===== config.mk =====
export PLATFORM = sky130hd
export DESIGN_NAME = fpc_coding
export DESIGN_NICKNAME = d
export VERILOG_FILES = /design/src/shared/fpc_pkg.sv /design/src/core/fpc_coding.sv /design/src/core/fpc_scram.sv /design/src/core/fpc_mlt3.sv
export SDC_FILE = /design/constraint.sdc
export NUM_CORES = 1
export LEC_CHECK = 0
export CORE_AREA = 2 2 84 86
export CTS_CLUSTER_SIZE = 24
export DETAILED_ROUTE_END_ITERATION = 10
export DIE_AREA = 0 0 86 88
export DONT_BUFFER_PORTS = 1
export GPL_ROUTABILITY_DRIVEN = 0
export HOLD_SLACK_MARGIN = 0.1
export PLACE_DENSITY = 0.83
export SYNTH_ARGS = -nofsm -noshare
export SYNTH_HDL_FRONTEND = slang
export SYNTH_HIERARCHICAL = 1
export SYNTH_SLANG_ARGS = --single-unit

===== constraint.sdc =====
create_clock -name CLK -period 2.75 [get_ports CLK]
set_input_delay 0.1375 -clock CLK [delete_from_list [all_inputs] [get_ports CLK]]
set_output_delay 0.1375 -clock CLK [all_outputs]
set_load 0.03 [all_outputs]

===== src/shared/fpc_pkg.sv =====
/*
  fpc_pkg: constants for the 100BASE-TX coding layer (4B/5B, scrambler, line code).
  assumes one 100 MHz core clock CLK; nibble timing made by a divide-by-5.
*/
package fpc_pkg;
  // ************************************************************
  // code-groups
  // ************************************************************
  localparam logic [4:0] CG_IDLE = 5'h1f;
  localparam logic [4:0] CG_J    = 5'h18;
  localparam logic [4:0] CG_K    = 5'h11;
  localparam logic [4:0] CG_T    = 5'h0d;
  localparam logic [4:0] CG_R    = 5'h07;
  localparam logic [4:0] CG_H    = 5'h04;
  localparam logic [3:0] NIB_PRE = 4'h5;
  localparam logic [3:0] NIB_BAD_SSD = 4'he;
  localparam logic [4:0] NIB_FLAG = 5'h10;
  // ************************************************************
  // scrambler and timing
  // ************************************************************
  localparam int         LFSR_W       = 11;
  localparam logic [10:0] LFSR_SEED_XOR = 11'h5a5;
  localparam logic [2:0]  BITS_PER_CG  = 3'h5;
  localparam logic [2:0]  BIT_LAST     = 3'h4;
  localparam int          CLK_MHZ      = 100;
  localparam int          IDLE_WIN_US  = 40;
  localparam int          IDLE_WIN_CYC = IDLE_WIN_US * CLK_MHZ;
  localparam logic [3:0]  LOCK_IDLE_CG = 4'h3;
  localparam logic [1:0]  LINE_ZERO    = 2'h0;
  localparam logic [1:0]  LINE_POS     = 2'h1;
  localparam logic [1:0]  LINE_NEG     = 2'h3;

  typedef enum logic [1:0] {
    RX_IDLE  = 2'b00,
    RX_SSD_K = 2'b01,
    RX_FRAME = 2'b10,
    RX_END_R = 2'b11
  } fpc_rx_e;

  function automatic logic [4:0] enc4b5b(input logic [3:0] n);
    logic [4:0] c;
    c = 5'h00;
    unique case (n)
      4'h0: c = 5'h1e; 4'h1: c = 5'h09; 4'h2: c = 5'h14; 4'h3: c = 5'h15;
      4'h4: c = 5'h0a; 4'h5: c = 5'h0b; 4'h6: c = 5'h0e; 4'h7: c = 5'h0f;
      4'h8: c = 5'h12; 4'h9: c = 5'h13; 4'ha: c = 5'h16; 4'hb: c = 5'h17;
      4'hc: c = 5'h1a; 4'hd: c = 5'h1b; 4'he: c = 5'h1c; 4'hf: c = 5'h1d;
    endcase
    return c;
  endfunction

  // bit 4 set marks a non-data code-group
  function automatic logic [4:0] dec5b4b(input logic [4:0] c);
    logic [4:0] r;
    r = NIB_FLAG;
    for (int i = 0; i < 16; i++)
      if (enc4b5b(4'(i)) == c)
        r = {1'b0, 4'(i)};
    return r;
  endfunction
endpackage


===== src/core/fpc_coding.sv =====
/*
  fpc_coding: 100BASE-TX coding layer, transmit and receive, one clock.
  assumes CLK is the serial bit clock; nibbles move once per five bits.
  the analog front end supplies recovered line levels bit-synchronous.
*/
//
// Contract
// - each data nibble maps to its fixed 5-bit code-group.
// - TXEN rising sends J then K in place of first preamble nibbles.
// - TXEN falling sends T then R; idle code-group otherwise.
// - TXER during a frame substitutes halt code-group for data.
// - invalid code-group during receive-data-valid raises RXER.
// - scrambler seed derived from the transceiver address.
// - scrambler serialises each code-group into an NRZI bit stream.
// - NRZI ones step the three-level code; zeros hold level.
// - receive: three-level to NRZI, descramble, deserialise.
// - descrambler key syncs on idle, then locks.
// - no idle within 40 us aborts reception and resyncs.
// - J/K sets code-group alignment, kept until next frame.
// - J/K delivered as two 0101 nibbles; data decoded after.
// - RXDV rises with first translated delimiter nibble.
// - T/R or two idles end CRS and RXDV, not translated.
// - RXDV also drops on link failure or lost signal.
// - unexpected code-group in frame raises RXER.
// - bad start delimiter raises RXER with 1110 and no RXDV.
// - T without R or R without T raises RXER.
// - receive clock runs at nibble rate; data synchronous to it.
// - address defaults 0 or 2 for first, 1 for second.
`timescale 1ns/100ps
module fpc_coding (
  // clock and reset
  input  wire logic        CLK,
  input  wire logic        RESETN,
  // configuration
  input  wire logic [4:0]  PHY_ADDR,
  // transmit MII
  input  wire logic [3:0]  TXD,
  input  wire logic        TXEN,
  input  wire logic        TXER,
  output logic             TX_NIB_STB,
  // transmit line
  output logic [1:0]       TX_LEVEL,
  // receive line
  input  wire logic [1:0]  RX_LEVEL,
  input  wire logic        LINE_SIGNAL_PRESENT,
  input  wire logic        LINK_OK,
  // receive MII
  output logic             RXCLK,
  output logic [3:0]       RXD,
  output logic             RXDV,
  output logic             RXER,
  output logic             CRS
);
  // ************************************************************
  // reset release
  // ************************************************************
  logic rst_s1_q, rst_n;
  always_ff @(posedge CLK or negedge RESETN)
  begin
    if (!RESETN)
    begin
      rst_s1_q <= 1'b0;
      rst_n    <= 1'b0;
    end
    else
    begin
      rst_s1_q <= 1'b1;
      rst_n    <= rst_s1_q;
    end
  end

  // ************************************************************
  // transmit
  // ************************************************************
  logic [2:0] tbit_q, tbit_d;
  logic [4:0] tsh_q, tsh_d;
  logic [1:0] tstate_q, tstate_d; // 0 idle, 1 sent J, 2 frame, 3 sent T
  logic       tseed_q, tseed_d;
  logic       tkey, tline_bit;
  logic       tcg_end;

  assign tcg_end    = (tbit_q == fpc_pkg::BIT_LAST);
  assign TX_NIB_STB = tcg_end;

  always_comb
  begin
    tbit_d   = tcg_end ? 3'h0 : tbit_q + 3'h1;
    tsh_d    = {tsh_q[3:0], 1'b0};
    tstate_d = tstate_q;
    tseed_d  = 1'b0;
    if (tcg_end)
    begin
      tsh_d = fpc_pkg::CG_IDLE;
      unique case (tstate_q)
        2'h0: if (TXEN) begin tsh_d = fpc_pkg::CG_J; tstate_d = 2'h1; end
        2'h1: begin tsh_d = fpc_pkg::CG_K; tstate_d = 2'h2; end
        2'h2:
          if (!TXEN) begin tsh_d = fpc_pkg::CG_T; tstate_d = 2'h3; end
          else if (TXER) tsh_d = fpc_pkg::CG_H;
          else tsh_d = fpc_pkg::enc4b5b(TXD);
        2'h3: begin tsh_d = fpc_pkg::CG_R; tstate_d = 2'h0; end
      endcase
    end
  end

  always_ff @(posedge CLK or negedge rst_n)
  begin
    if (!rst_n)
    begin
      tbit_q   <= 3'h0;
      tsh_q    <= fpc_pkg::CG_IDLE;
      tstate_q <= 2'h0;
      tseed_q  <= 1'b1;
    end
    else
    begin
      tbit_q   <= tbit_d;
      tsh_q    <= tsh_d;
      tstate_q <= tstate_d;
      tseed_q  <= tseed_d;
    end
  end

  fpc_scram u_tx_scram (
    .clk      (CLK),
    .rst_n    (rst_n),
    .load     (tseed_q),
    .load_val ({6'h00, PHY_ADDR} ^ fpc_pkg::LFSR_SEED_XOR),
    .step     (1'b1),
    .key_bit  (tkey)
  );

  assign tline_bit = tsh_q[4] ^ tkey;

  logic tnrzi_q;
  always_ff @(posedge CLK or negedge rst_n)
  begin
    if (!rst_n)
      tnrzi_q <= 1'b0;
    else
      tnrzi_q <= tnrzi_q ^ tline_bit;
  end

  // line code carries the NRZI transitions, i.e. the scrambled code bits
  fpc_mlt3 u_tx_mlt3 (
    .clk      (CLK),
    .rst_n    (rst_n),
    .bit_en   (1'b1),
    .code_bit (tline_bit),
    .level    (TX_LEVEL)
  );

  // ************************************************************
  // receive line decode and descrambler
  // ************************************************************
  logic [1:0]  rlvl_q;
  logic        rbit;
  logic [10:0] rkey_q, rkey_d;
  logic        rlock_q, rlock_d;
  logic [3:0]  ridl_q, ridl_d;
  logic [12:0] rwin_q, rwin_d;
  logic        rplain;
  logic [4:0]  rsh_q, rsh_d;

  assign rbit   = (RX_LEVEL != rlvl_q);
  // idle is all ones, so scrambled bit is the inverted key bit while idle
  assign rplain = rbit ^ (rkey_q[10] ^ rkey_q[8]);

  always_comb
  begin
    rkey_d  = {rkey_q[9:0], rkey_q[10] ^ rkey_q[8]};
    rlock_d = rlock_q;
    ridl_d  = ridl_q;
    rwin_d  = rwin_q + 13'h1;
    if (!rlock_q)
    begin
      rkey_d = {rkey_q[9:0], ~rbit};
      ridl_d = rplain ? ridl_q + 4'h1 : 4'h0;
      if (ridl_q == 4'(fpc_pkg::LOCK_IDLE_CG * 5))
        rlock_d = 1'b1;
      rwin_d = 13'h0;
    end
    else if (rsh_q == fpc_pkg::CG_IDLE)
      rwin_d = 13'h0;
    else if (rwin_q == 13'(fpc_pkg::IDLE_WIN_CYC))
    begin
      rlock_d = 1'b0;
      ridl_d  = 4'h0;
      rwin_d  = 13'h0;
    end
    if (!LINE_SIGNAL_PRESENT)
      rlock_d = 1'b0;
  end

  always_ff @(posedge CLK or negedge rst_n)
  begin
    if (!rst_n)
    begin
      rlvl_q  <= fpc_pkg::LINE_ZERO;
      rkey_q  <= 11'h000;
      rlock_q <= 1'b0;
      ridl_q  <= 4'h0;
      rwin_q  <= 13'h0;
      rsh_q   <= 5'h00;
    end
    else
    begin
      rlvl_q  <= RX_LEVEL;
      rkey_q  <= rkey_d;
      rlock_q <= rlock_d;
      ridl_q  <= ridl_d;
      rwin_q  <= rwin_d;
      rsh_q   <= rsh_d;
    end
  end

  assign rsh_d = {rsh_q[3:0], rplain};

  // ************************************************************
  // alignment, decode and MII receive
  // ************************************************************
  fpc_pkg::fpc_rx_e rst_q, rst_d;
  logic [2:0] rcnt_q, rcnt_d;
  logic       cg_stb;
  logic [4:0] dec;
  logic [3:0] rxd_q, rxd_d;
  // one nibble of delay makes room for the second preamble nibble
  logic [3:0] hold_q, hold_d;
  logic       rxdv_q, rxdv_d, rxer_q, rxer_d, crs_q, crs_d;
  logic       prev_idle_q, prev_idle_d;
  logic       rclk_q, rclk_d;
  logic [2:0] fclk_q, fclk_d;

  assign cg_stb = (rcnt_q == fpc_pkg::BIT_LAST);
  assign dec    = fpc_pkg::dec5b4b(rsh_q);

  always_comb
  begin
    rst_d       = rst_q;
    rcnt_d      = cg_stb ? 3'h0 : rcnt_q + 3'h1;
    rxd_d       = rxd_q;
    hold_d      = hold_q;
    rxdv_d      = rxdv_q;
    rxer_d      = rxer_q;
    crs_d       = crs_q;
    prev_idle_d = prev_idle_q;
    unique case (rst_q)
      fpc_pkg::RX_IDLE:
      begin
        rxer_d = 1'b0;
        if (rlock_q && rsh_q == fpc_pkg::CG_J)
        begin
          rst_d  = fpc_pkg::RX_SSD_K;
          rcnt_d = 3'h0;
          crs_d  = 1'b1;
        end
      end
      fpc_pkg::RX_SSD_K:
        if (cg_stb)
        begin
          if (rsh_q == fpc_pkg::CG_K)
          begin
            rst_d  = fpc_pkg::RX_FRAME;
            rxd_d  = fpc_pkg::NIB_PRE;
            hold_d = fpc_pkg::NIB_PRE;
            rxdv_d = 1'b1;
          end
          else
          begin
            rst_d  = fpc_pkg::RX_IDLE;
            rxd_d  = fpc_pkg::NIB_BAD_SSD;
            rxer_d = 1'b1;
            crs_d  = 1'b0;
          end
        end
      fpc_pkg::RX_FRAME:
        if (cg_stb)
        begin
          rxer_d      = 1'b0;
          rxd_d       = hold_q;
          prev_idle_d = (rsh_q == fpc_pkg::CG_IDLE);
          if (!dec[4])
            hold_d = dec[3:0];
          else if (rsh_q == fpc_pkg::CG_T)
            rst_d = fpc_pkg::RX_END_R;
          else if (rsh_q == fpc_pkg::CG_IDLE && prev_idle_q)
          begin
            rst_d  = fpc_pkg::RX_IDLE;
            rxdv_d = 1'b0;
            crs_d  = 1'b0;
          end
          else if (rsh_q != fpc_pkg::CG_IDLE)
            rxer_d = 1'b1;
        end
      fpc_pkg::RX_END_R:
        if (cg_stb)
        begin
          rst_d  = fpc_pkg::RX_IDLE;
          rxdv_d = 1'b0;
          crs_d  = 1'b0;
          rxer_d = (rsh_q != fpc_pkg::CG_R);
        end
    endcase
    if (!LINK_OK || !LINE_SIGNAL_PRESENT || !rlock_q)
    begin
      rst_d  = fpc_pkg::RX_IDLE;
      rxdv_d = 1'b0;
      crs_d  = 1'b0;
    end
  end

  // receive clock: with line signal present, rises two cycles after the nibble strobe, so data change while it is low
  always_comb
  begin
    fclk_d = (fclk_q == fpc_pkg::BIT_LAST) ? 3'h0 : fclk_q + 3'h1;
    rclk_d = LINE_SIGNAL_PRESENT ? (rcnt_q < 3'h2) : (fclk_q < 3'h2);
  end

  always_ff @(posedge CLK or negedge rst_n)
  begin
    if (!rst_n)
    begin
      rst_q       <= fpc_pkg::RX_IDLE;
      rcnt_q      <= 3'h0;
      rxd_q       <= 4'h0;
      hold_q      <= 4'h0;
      rxdv_q      <= 1'b0;
      rxer_q      <= 1'b0;
      crs_q       <= 1'b0;
      prev_idle_q <= 1'b0;
      rclk_q      <= 1'b0;
      fclk_q      <= 3'h0;
    end
    else
    begin
      rst_q       <= rst_d;
      rcnt_q      <= rcnt_d;
      rxd_q       <= rxd_d;
      hold_q      <= hold_d;
      rxdv_q      <= rxdv_d;
      rxer_q      <= rxer_d;
      crs_q       <= crs_d;
      prev_idle_q <= prev_idle_d;
      rclk_q      <= rclk_d;
      fclk_q      <= fclk_d;
    end
  end

  assign RXD   = rxd_q;
  assign RXDV  = rxdv_q;
  assign RXER  = rxer_q;
  assign CRS   = crs_q;
  assign RXCLK = rclk_q;

  // ************************************************************
  // checks
  // ************************************************************
  a_tx_jk_pair: assert property (@(posedge CLK) disable iff (!rst_n)
    (tcg_end && tstate_q == 2'h0 && TXEN) |=> (tsh_q == fpc_pkg::CG_J) ##5 (tsh_q == fpc_pkg::CG_K))
    else $error("start delimiter not J then K");
  a_tx_tr_pair: assert property (@(posedge CLK) disable iff (!rst_n)
    (tcg_end && tstate_q == 2'h2 && !TXEN) |=> (tsh_q == fpc_pkg::CG_T) ##5 (tsh_q == fpc_pkg::CG_R))
    else $error("end delimiter not T then R");
  a_tx_halt: assert property (@(posedge CLK) disable iff (!rst_n)
    (tcg_end && tstate_q == 2'h2 && TXEN && TXER) |=> (tsh_q == fpc_pkg::CG_H))
    else $error("halt not sent on transmit error");
  a_tx_data: assert property (@(posedge CLK) disable iff (!rst_n)
    (tcg_end && tstate_q == 2'h2 && TXEN && !TXER) |=> (tsh_q == fpc_pkg::enc4b5b($past(TXD))))
    else $error("data code-group mismatch");
  a_rx_ssd_nib: assert property (@(posedge CLK) disable iff (!rst_n)
    $rose(RXDV) |-> (RXD == fpc_pkg::NIB_PRE && $past(rst_q) == fpc_pkg::RX_SSD_K))
    else $error("valid rose without preamble nibble");
  a_rx_bad_ssd: assert property (@(posedge CLK) disable iff (!rst_n)
    (rst_q == fpc_pkg::RX_SSD_K && cg_stb && rsh_q != fpc_pkg::CG_K && LINK_OK
     && LINE_SIGNAL_PRESENT && rlock_q) |=> (RXER && !RXDV && RXD == fpc_pkg::NIB_BAD_SSD))
    else $error("bad start delimiter not flagged");
  a_rx_drop: assert property (@(posedge CLK) disable iff (!rst_n)
    (!LINK_OK || !LINE_SIGNAL_PRESENT) |=> !RXDV && !CRS)
    else $error("valid held without link");
  a_rx_lone_t: assert property (@(posedge CLK) disable iff (!rst_n)
    (rst_q == fpc_pkg::RX_END_R && cg_stb && rsh_q != fpc_pkg::CG_R) |=> RXER)
    else $error("lone end delimiter not flagged");
  a_rx_window: assert property (@(posedge CLK) disable iff (!rst_n)
    rwin_q <= 13'(fpc_pkg::IDLE_WIN_CYC))
    else $error("idle window overrun");

  c_tx_frame: cover property (@(posedge CLK) disable iff (!rst_n) tstate_q == 2'h3);
  c_rx_frame: cover property (@(posedge CLK) disable iff (!rst_n) $fell(RXDV) && !RXER);
  c_rx_lock:  cover property (@(posedge CLK) disable iff (!rst_n) $rose(rlock_q));
endmodule


===== src/core/fpc_scram.sv =====
/*
  fpc_scram: 11-bit key generator, x^11 + x^9 + 1, one step per serial bit.
  assumes load has priority over step; the key is only read, never exported raw.
*/
`timescale 1ns/100ps
module fpc_scram (
  // clock and reset
  input  wire logic        clk,
  input  wire logic        rst_n,
  // control
  input  wire logic        load,
  input  wire logic [10:0] load_val,
  input  wire logic        step,
  // key bit
  output logic             key_bit
);
  logic [10:0] key_q;
  logic [10:0] key_d;

  always_comb
  begin
    key_d = key_q;
    if (load)
      key_d = load_val;
    else if (step)
      key_d = {key_q[9:0], key_q[10] ^ key_q[8]};
  end

  always_ff @(posedge clk or negedge rst_n)
  begin
    if (!rst_n)
      key_q <= 11'h7ff;
    else
      key_q <= key_d;
  end

  assign key_bit = key_q[10] ^ key_q[8];
endmodule


===== src/core/fpc_mlt3.sv =====
/*
  fpc_mlt3: NRZI to three-level line encoder (0, +1, 0, -1 cycle).
  assumes one code bit per bit_en strobe; level held between strobes.
*/
`timescale 1ns/100ps
module fpc_mlt3 (
  // clock and reset
  input  wire logic       clk,
  input  wire logic       rst_n,
  // bit in
  input  wire logic       bit_en,
  input  wire logic       code_bit,
  // line out, two's complement level
  output logic [1:0]      level
);
  logic [1:0] lvl_q, lvl_d;
  logic       up_q, up_d;

  always_comb
  begin
    lvl_d = lvl_q;
    up_d  = up_q;
    if (bit_en && code_bit)
    begin
      if (lvl_q == fpc_pkg::LINE_ZERO)
        lvl_d = up_q ? fpc_pkg::LINE_POS : fpc_pkg::LINE_NEG;
      else
      begin
        lvl_d = fpc_pkg::LINE_ZERO;
        up_d  = (lvl_q == fpc_pkg::LINE_NEG);
      end
    end
  end

  always_ff @(posedge clk or negedge rst_n)
  begin
    if (!rst_n)
    begin
      lvl_q <= fpc_pkg::LINE_ZERO;
      up_q  <= 1'b1;
    end
    else
    begin
      lvl_q <= lvl_d;
      up_q  <= up_d;
    end
  end

  assign level = lvl_q;
endmodule


After elaboration in Yosys (flattened, before gate mapping):

Memories as Yosys holds them, arrays and structs flattened.
Index checks and enable logic that the tools add are counted.

* register bits after elaboration: 84
* memories kept: 1
* bits in read-only memories: 80
* output and inout port bits: 11
* logic and storage cells: 205
* input bits: 17

* equal/unequal tests: 55
* multiplexer cells: 88
* add/sub/neg operators: 5
* bitwise gates (word level): 7
* reduce and logical (&&, ||, !) cells: 22
* order comparisons: 2

Memories
* (no name shown): depth 16, bits a word 5, read ports 1, clocked after memory_dff 0, wr ports 0, RTL line fpc_pkg.sv:43 `unique case (n)`

Operators by type and width (count)
* 5-bit 2-to-1 mux: 19
* 5-bit == test (first input constant): 11
* 4-bit 2-to-1 mux: 11
* 13-bit 2-to-1 mux: 3
* 1-bit 2-to-1 mux: 27
* 3-bit inequality test (second input constant): 9
* 2-bit 2-to-1 mux: 13
* 4-bit by 5-bit == test with 1-bit output (first input constant): 5
* 5-bit one-hot mux with 4 select lines: 1
* 3-bit 2-to-1 mux: 6
* 2-bit inequality test (second input constant): 9
* 2-bit one-hot mux with 4 select lines: 2
* 4-bit one-hot mux with 2 select lines: 2
* 8-bit AND reduction: 2
* 5-bit == test (second input constant): 3
* 13-bit by 1-bit adder with 13-bit output (second input constant): 1
* 13-bit by 12-bit == test with 1-bit output (second input constant): 1
* 11-bit 2-to-1 mux: 1
* 2-bit == test (second input constant): 5
* 3-bit by 1-bit adder with 3-bit output (second input constant): 3
* 3-bit == test (second input constant): 3
* 1-bit one-hot mux with 4 select lines: 2
* 2-bit zero test: 3
* 3-bit by 2-bit < comparator with 1-bit output (second input constant): 2
* other kinds (23): 35

Longest topological paths before layout:

* depth in word-level cells: 21
* depth in mapped cells: 7
* depth with buffers taken out: 6

Cells and area by module:

The synthesis kept the hierarchy.

By module, submodules not included
* fpc_coding: area each 3424.5 µm², cells each 341, times used 1
* fpc_scram: area each 535.5 µm², cells each 49, times used 1
* fpc_mlt3: area each 133.9 µm², cells each 11, times used 1

Worst setup path after synthesis:

OpenSTA, ideal clock, no wires.

* kind: flip-flop to flip-flop
* start point: register rwin_q[6]
* end point: register ridl_q[3]
* path buffers: 0
* path slack: 0.888 ns
* cell stages (with the launch flop): 5
* arrival: 1.727 ns
* cell sequence: dfrtp_1 -> or4b_1 -> or4_4 -> o21ai_4 -> o221ai_2

* word-level cells in the longest chain between the ends: 3

RTL lines
* start: declaration: RTL line fpc_coding.sv:161 `logic [12:0] rwin_q, rwin_d;`
* start signal: assignment: RTL line fpc_coding.sv:212 `rwin_q <= rwin_d;`
* 13-bit by 12-bit == test with 1-bit output: RTL line fpc_coding.sv:185 `else if (rwin_q == 13'(fpc_pkg::IDLE_WIN_CYC))`
* 2-bit by 1-bit inequality test with 1-bit output (no line)
* 2-bit AND reduction (no line)
* end signal: assignment: RTL line fpc_coding.sv:211 `ridl_q <= ridl_d;`
* end: declaration: RTL line fpc_coding.sv:160 `logic [3:0] ridl_q, ridl_d;`

Every way passes these cells.
A chain may end at the register's enable or synchronous reset.

Final worst setup path:

* start point: register rsh_q[1]
* end point: register rst_q[0]

* word-level cells in the longest chain between the ends: 19

RTL lines
* start: declaration: RTL line fpc_coding.sv:163 `logic [4:0] rsh_q, rsh_d;`
* start signal: assignment: RTL line fpc_coding.sv:213 `rsh_q <= rsh_d;`
* 5-bit == test: RTL line fpc_pkg.sv:57 `if (enc4b5b(4'(i)) == c)`
* 5-bit 2-to-1 mux (16 in a row): RTL line fpc_pkg.sv:57
* 3-bit inequality test (no line)
* 6-bit AND reduction (no line)
* end signal: assignment: RTL line fpc_coding.sv:323 `rst_q <= fpc_pkg::RX_IDLE;`
* end signal: assignment: RTL line fpc_coding.sv:336 `rst_q <= rst_d;`
* end: declaration: RTL line fpc_coding.sv:222 `fpc_pkg::fpc_rx_e rst_q, rst_d;`

Parallel ways exist; a longest one is shown, timed or not. The select of a mux whose other input is x is not followed.

==> flow_results.xml <==
<?xml version="1.0" encoding="UTF-8"?>
<metrics>
  <group name="outcome">
    <metric name="run_status" unit="">completed</metric>
  </group>
  <group name="timing">
    <metric name="time_the_worst_path_needs_with_i_o_delays_and_setup" unit="ps">2130</metric>
    <metric name="grt_setup_unrepaired" unit="">no</metric>
    <metric name="timing.setup.tns" unit="ps">0</metric>
    <metric name="final_min_period_over_clock_period" unit="%">77.3</metric>
    <metric name="setup_viol" unit="">0</metric>
    <metric name="max_freq" unit="GHz">0.470</metric>
    <metric name="slew_headroom" unit="%">32.5</metric>
    <metric name="final-max-slew-violation-count" unit="">0</metric>
    <metric name="worst_max_slew_pin_slew" unit="ps">1010</metric>
    <metric name="hold_violations" unit="">0</metric>
    <metric name="clock_skew" unit="ps">11.3</metric>
  </group>
  <group name="finish">
    <metric name="register_area" unit="sq mm">0.00213</metric>
    <metric name="area_of_the_multi_input_gates" unit="sq mm">0.00184</metric>
    <metric name="antenna_cells_inserted" unit="">0</metric>
    <metric name="area.growth.synth_to_final" unit="%">10.8</metric>
    <metric name="nNetsFinal" unit="">452</metric>
    <metric name="postLayoutCellArea" unit="sq mm">0.00454</metric>
    <metric name="drive_gt1_share" unit="%">11.7</metric>
    <metric name="fillerInstances" unit="">474</metric>
  </group>
  <group name="synth">
    <metric name="synthTopCellsByArea" unit="">sky130_fd_sc_hd__dfrtp_1 (40%), sky130_fd_sc_hd__dfstp_2 (12%), sky130_fd_sc_hd__mux2i_1 (4.2%)</metric>
    <metric name="synth_area_per_cell" unit="sq um">10.2</metric>
    <metric name="syn_area" unit="sq mm">0.00409</metric>
    <metric name="yosysWarningCount" unit="">6</metric>
    <metric name="post_synth_edffs" unit="">0</metric>
    <metric name="post_synthesis_cells" unit="">401</metric>
    <metric name="synthMostInstantiatedCell" unit="">sky130_fd_sc_hd__dfrtp_1</metric>
    <metric name="synth-seq-cells" unit="">84</metric>
    <metric name="synth_top_area_share" unit="%">40.3</metric>
    <metric name="post_synth_num_cell_types" unit="">59</metric>
    <metric name="largest_area_contributor_in_the_synthesized_netlist" unit="">sky130_fd_sc_hd__dfrtp_1</metric>
    <metric name="asyncSetResetFlopFracSynth" unit="%">100</metric>
    <metric name="synth_common_cells" unit="">sky130_fd_sc_hd__dfrtp_1 (66), sky130_fd_sc_hd__nor2_1 (42), sky130_fd_sc_hd__nand2_1 (36)</metric>
    <metric name="postSynth.topFlopCell" unit="">sky130_fd_sc_hd__dfrtp_1</metric>
    <metric name="sequential_cell_area_fraction_in_the_yosys_report" unit="%">51.9</metric>
  </group>
  <group name="floorplan">
    <metric name="floorplan.die_area" unit="sq mm">0.00757</metric>
    <metric name="die_y" unit="um">88</metric>
    <metric name="core_outline_area" unit="sq mm">0.00664</metric>
    <metric name="ioPinCount" unit="">28</metric>
    <metric name="effective_utilization_at_floorplan" unit="%">61.6</metric>
    <metric name="dieWidth" unit="um">86</metric>
    <metric name="floorplan.rows" unit="">30</metric>
  </group>
  <group name="cts">
    <metric name="ctsHtreeMaxLevel" unit="">3</metric>
    <metric name="cts_made_buffers" unit="">9</metric>
    <metric name="tritoncts_num_sinks" unit="">84</metric>
    <metric name="clock_insertion_delay_at_the_later_pin_of_the_skew_report" unit="ps">350</metric>
    <metric name="ctsRootBufferMaster" unit="">sky130_fd_sc_hd__clkbuf_8</metric>
    <metric name="clock_transition_at_path_regs" unit="ps">90</metric>
    <metric name="clock_tree.buffer_depth" unit="">2</metric>
    <metric name="postCtsResizedCells" unit="">0</metric>
    <metric name="cts_tree" unit="">built</metric>
  </group>
  <group name="route">
    <metric name="dr.pass1.iters" unit="">4</metric>
    <metric name="route.vias.total" unit="">2896</metric>
    <metric name="drt_iter0_markers" unit="">136</metric>
    <metric name="route.detailed.drc" unit="">0</metric>
    <metric name="wl_per_cell" unit="um">14.6</metric>
    <metric name="antenna_violating_nets_post_route" unit="">0</metric>
    <metric name="wirelength" unit="um">7420</metric>
    <metric name="detail_route.vias_per_cell" unit="">5.70</metric>
  </group>
  <group name="worst_setup_path">
    <metric name="timing_worst_setup_path_type" unit="">register to register</metric>
    <metric name="setup.worst_path.end_class" unit="">register</metric>
    <metric name="setup.worst_path.start" unit="">rsh_q[1]$_DFF_PN0_</metric>
    <metric name="critPathLaunchType" unit="">register</metric>
    <metric name="flop2flop_setup_slack" unit="ps">620</metric>
    <metric name="crit-reg2reg-launch" unit="">rsh_q[1]$_DFF_PN0_</metric>
    <metric name="worst-path-max-fanout" unit="">12</metric>
    <metric name="critical_path_required" unit="ps">3020</metric>
    <metric name="worst_ep_arrival_time" unit="ps">2390</metric>
  </group>
  <group name="global_routing">
    <metric name="globalRouteOverflowTotal" unit="">0</metric>
    <metric name="grt_max_degree" unit="">83</metric>
    <metric name="first_global_vias" unit="">2798</metric>
    <metric name="grt_first_pass_wirelength" unit="um">12700</metric>
    <metric name="grt_usage" unit="%">21.6</metric>
    <metric name="grt_antenna_before_repair" unit="">0</metric>
  </group>
  <group name="pwr">
    <metric name="intPower" unit="mW">2.20</metric>
    <metric name="pwr-share-seq" unit="%">51.6</metric>
    <metric name="powerDensity" unit="mW/mm^2">702</metric>
    <metric name="switching_share" unit="%">31.0</metric>
    <metric name="pwr-share-clk" unit="%">29.5</metric>
    <metric name="power.net_switching" unit="mW">0.988</metric>
    <metric name="max-vdd-ir-drop" unit="V">0.000447</metric>
    <metric name="gate_power_share" unit="%">18.9</metric>
    <metric name="total_power" unit="mW">3.19</metric>
    <metric name="power.static_leakage" unit="nW">1.98</metric>
  </group>
  <group name="hold_path">
    <metric name="holdCritStartpoint" unit="">TXD[0]</metric>
    <metric name="hold_class" unit="">input pin to register</metric>
  </group>
  <group name="run">
    <metric name="drv.max_cap_violation_count" unit="">0</metric>
  </group>
  <group name="place">
    <metric name="io_buffer_count" unit="">0</metric>
    <metric name="post_dp_cell_area" unit="sq mm">0.00416</metric>
    <metric name="place.detailed.hpwl" unit="um">4740</metric>
  </group>
</metrics>
## area by class of cell
class / count / share of cell area (%)
Clock inverter: 6 / 1.96
Clock buffer: 10 / 2.81
Tap cell: 80 / 2.21
Sequential cell: 84 / 46.9
Multi-Input combinational cell: 287 / 40.5
Timing Repair Buffer: 16 / 3.53
Inverter: 25 / 2.07
## cell families after synthesis
group	count (synthesis)	share of synthesized area [%]
AO/OA/AOI/OAI	83	13.3
flip-flops	84	51.9
other	2	0.183
XOR/XNOR	20	4.28
multiplexers	21	5.26
buffers and inverters	41	4.22
AND/OR/NAND/NOR	138	17.2
adder cells (fa/ha/maj)	12	3.67
## state kept, by name, summed over array words and instances (netlist names), 3 cells and up
signal / count
u_tx_scram/key_q: 11
rsh_q: 5
rwin_q: 13
rkey_q: 11
hold_q: 4
fclk_q: 3
tbit_q: 3
rcnt_q: 3
ridl_q: 4
tsh_q: 5
RXD: 4
## what timing repair did
action / 4_1_cts / 5_1_grt
hold buffers: 16 / 0
buffers inserted: 0 / 0
hold endpoints to repair: 23 / 0
## metrics by stage
step,setup WS [ps],util [%],hold WS [ps],cells
finish,624,68.3,148,508
global route,472,68.3,175,508
CTS,610,68.3,124,508
detailed placement,717,62.6,-158,476
global placement,840,62.6,-158,476
floorplan,269,-,-158,412
## power by group through the flow
stage / combinational, mW / clock, mW / sequential, mW
2_1_floorplan: 0.524 / 0 / 1.59
6_report: 0.601 / 0.941 / 1.64
5_1_grt: 0.685 / 1.01 / 1.67
4_1_cts: 0.594 / 0.964 / 1.64
3_3_place_gp: 0.546 / 0 / 1.65
3_5_place_dp: 0.569 / 0 / 1.66
## routing by layer
metal,vias up,GRT usage (%),part of all wire (%)
met5,-,0,0
met4,0,11.3,2.6
met3,20,3.68,3.3
met2,75,36.4,49
met1,1380,26.9,45
li1,1421,-,-
## cells in the final DEF (no fill, tap or decap), drive strengths merged, types with 3 or more instances in the layout
cell type    count
nand2           37
dlygate4sd3     16
inv             25
xnor2           12
a21boi           3
nand2b           3
xor2             8
and2             7
a211oi           4
clkbuf          10
o22ai            5
nor2            42
nor2b            6
mux2             4
o21ai           26
nand3           12
dfrtp           66
o31ai            4
a21oi           17
mux2i           17
a31oi            4
ha              12
nor4             5
dfstp           18
o211ai           4
nor3             6
conb            13
## final timing paths
kind                                        endpoint  cells after the start
max in group asynchronous         RXD[2]$_DFFE_PN0P_                      0
worst min-delay path              tsh_q[0]$_DFF_PN1_                      4
worst max-delay path            rst_q[0]$_DFFE_PN0P_                      4
worst max register to register  rst_q[0]$_DFFE_PN0P_                      4
min in group asynchronous        rwin_q[2]$_DFF_PN0_                      0
worst min register to register   rkey_q[7]$_DFF_PN0_                      0
## critical path, cell delays in order (launching register included)
cell and delay [ps]:
sky130_fd_sc_hd__dfrtp_1 520, sky130_fd_sc_hd__or2_2 410, sky130_fd_sc_hd__nor4_1 710, sky130_fd_sc_hd__o2bb2ai_1 160
sky130_fd_sc_hd__a211oi_1 240
(Power assumes the default switching activity.)
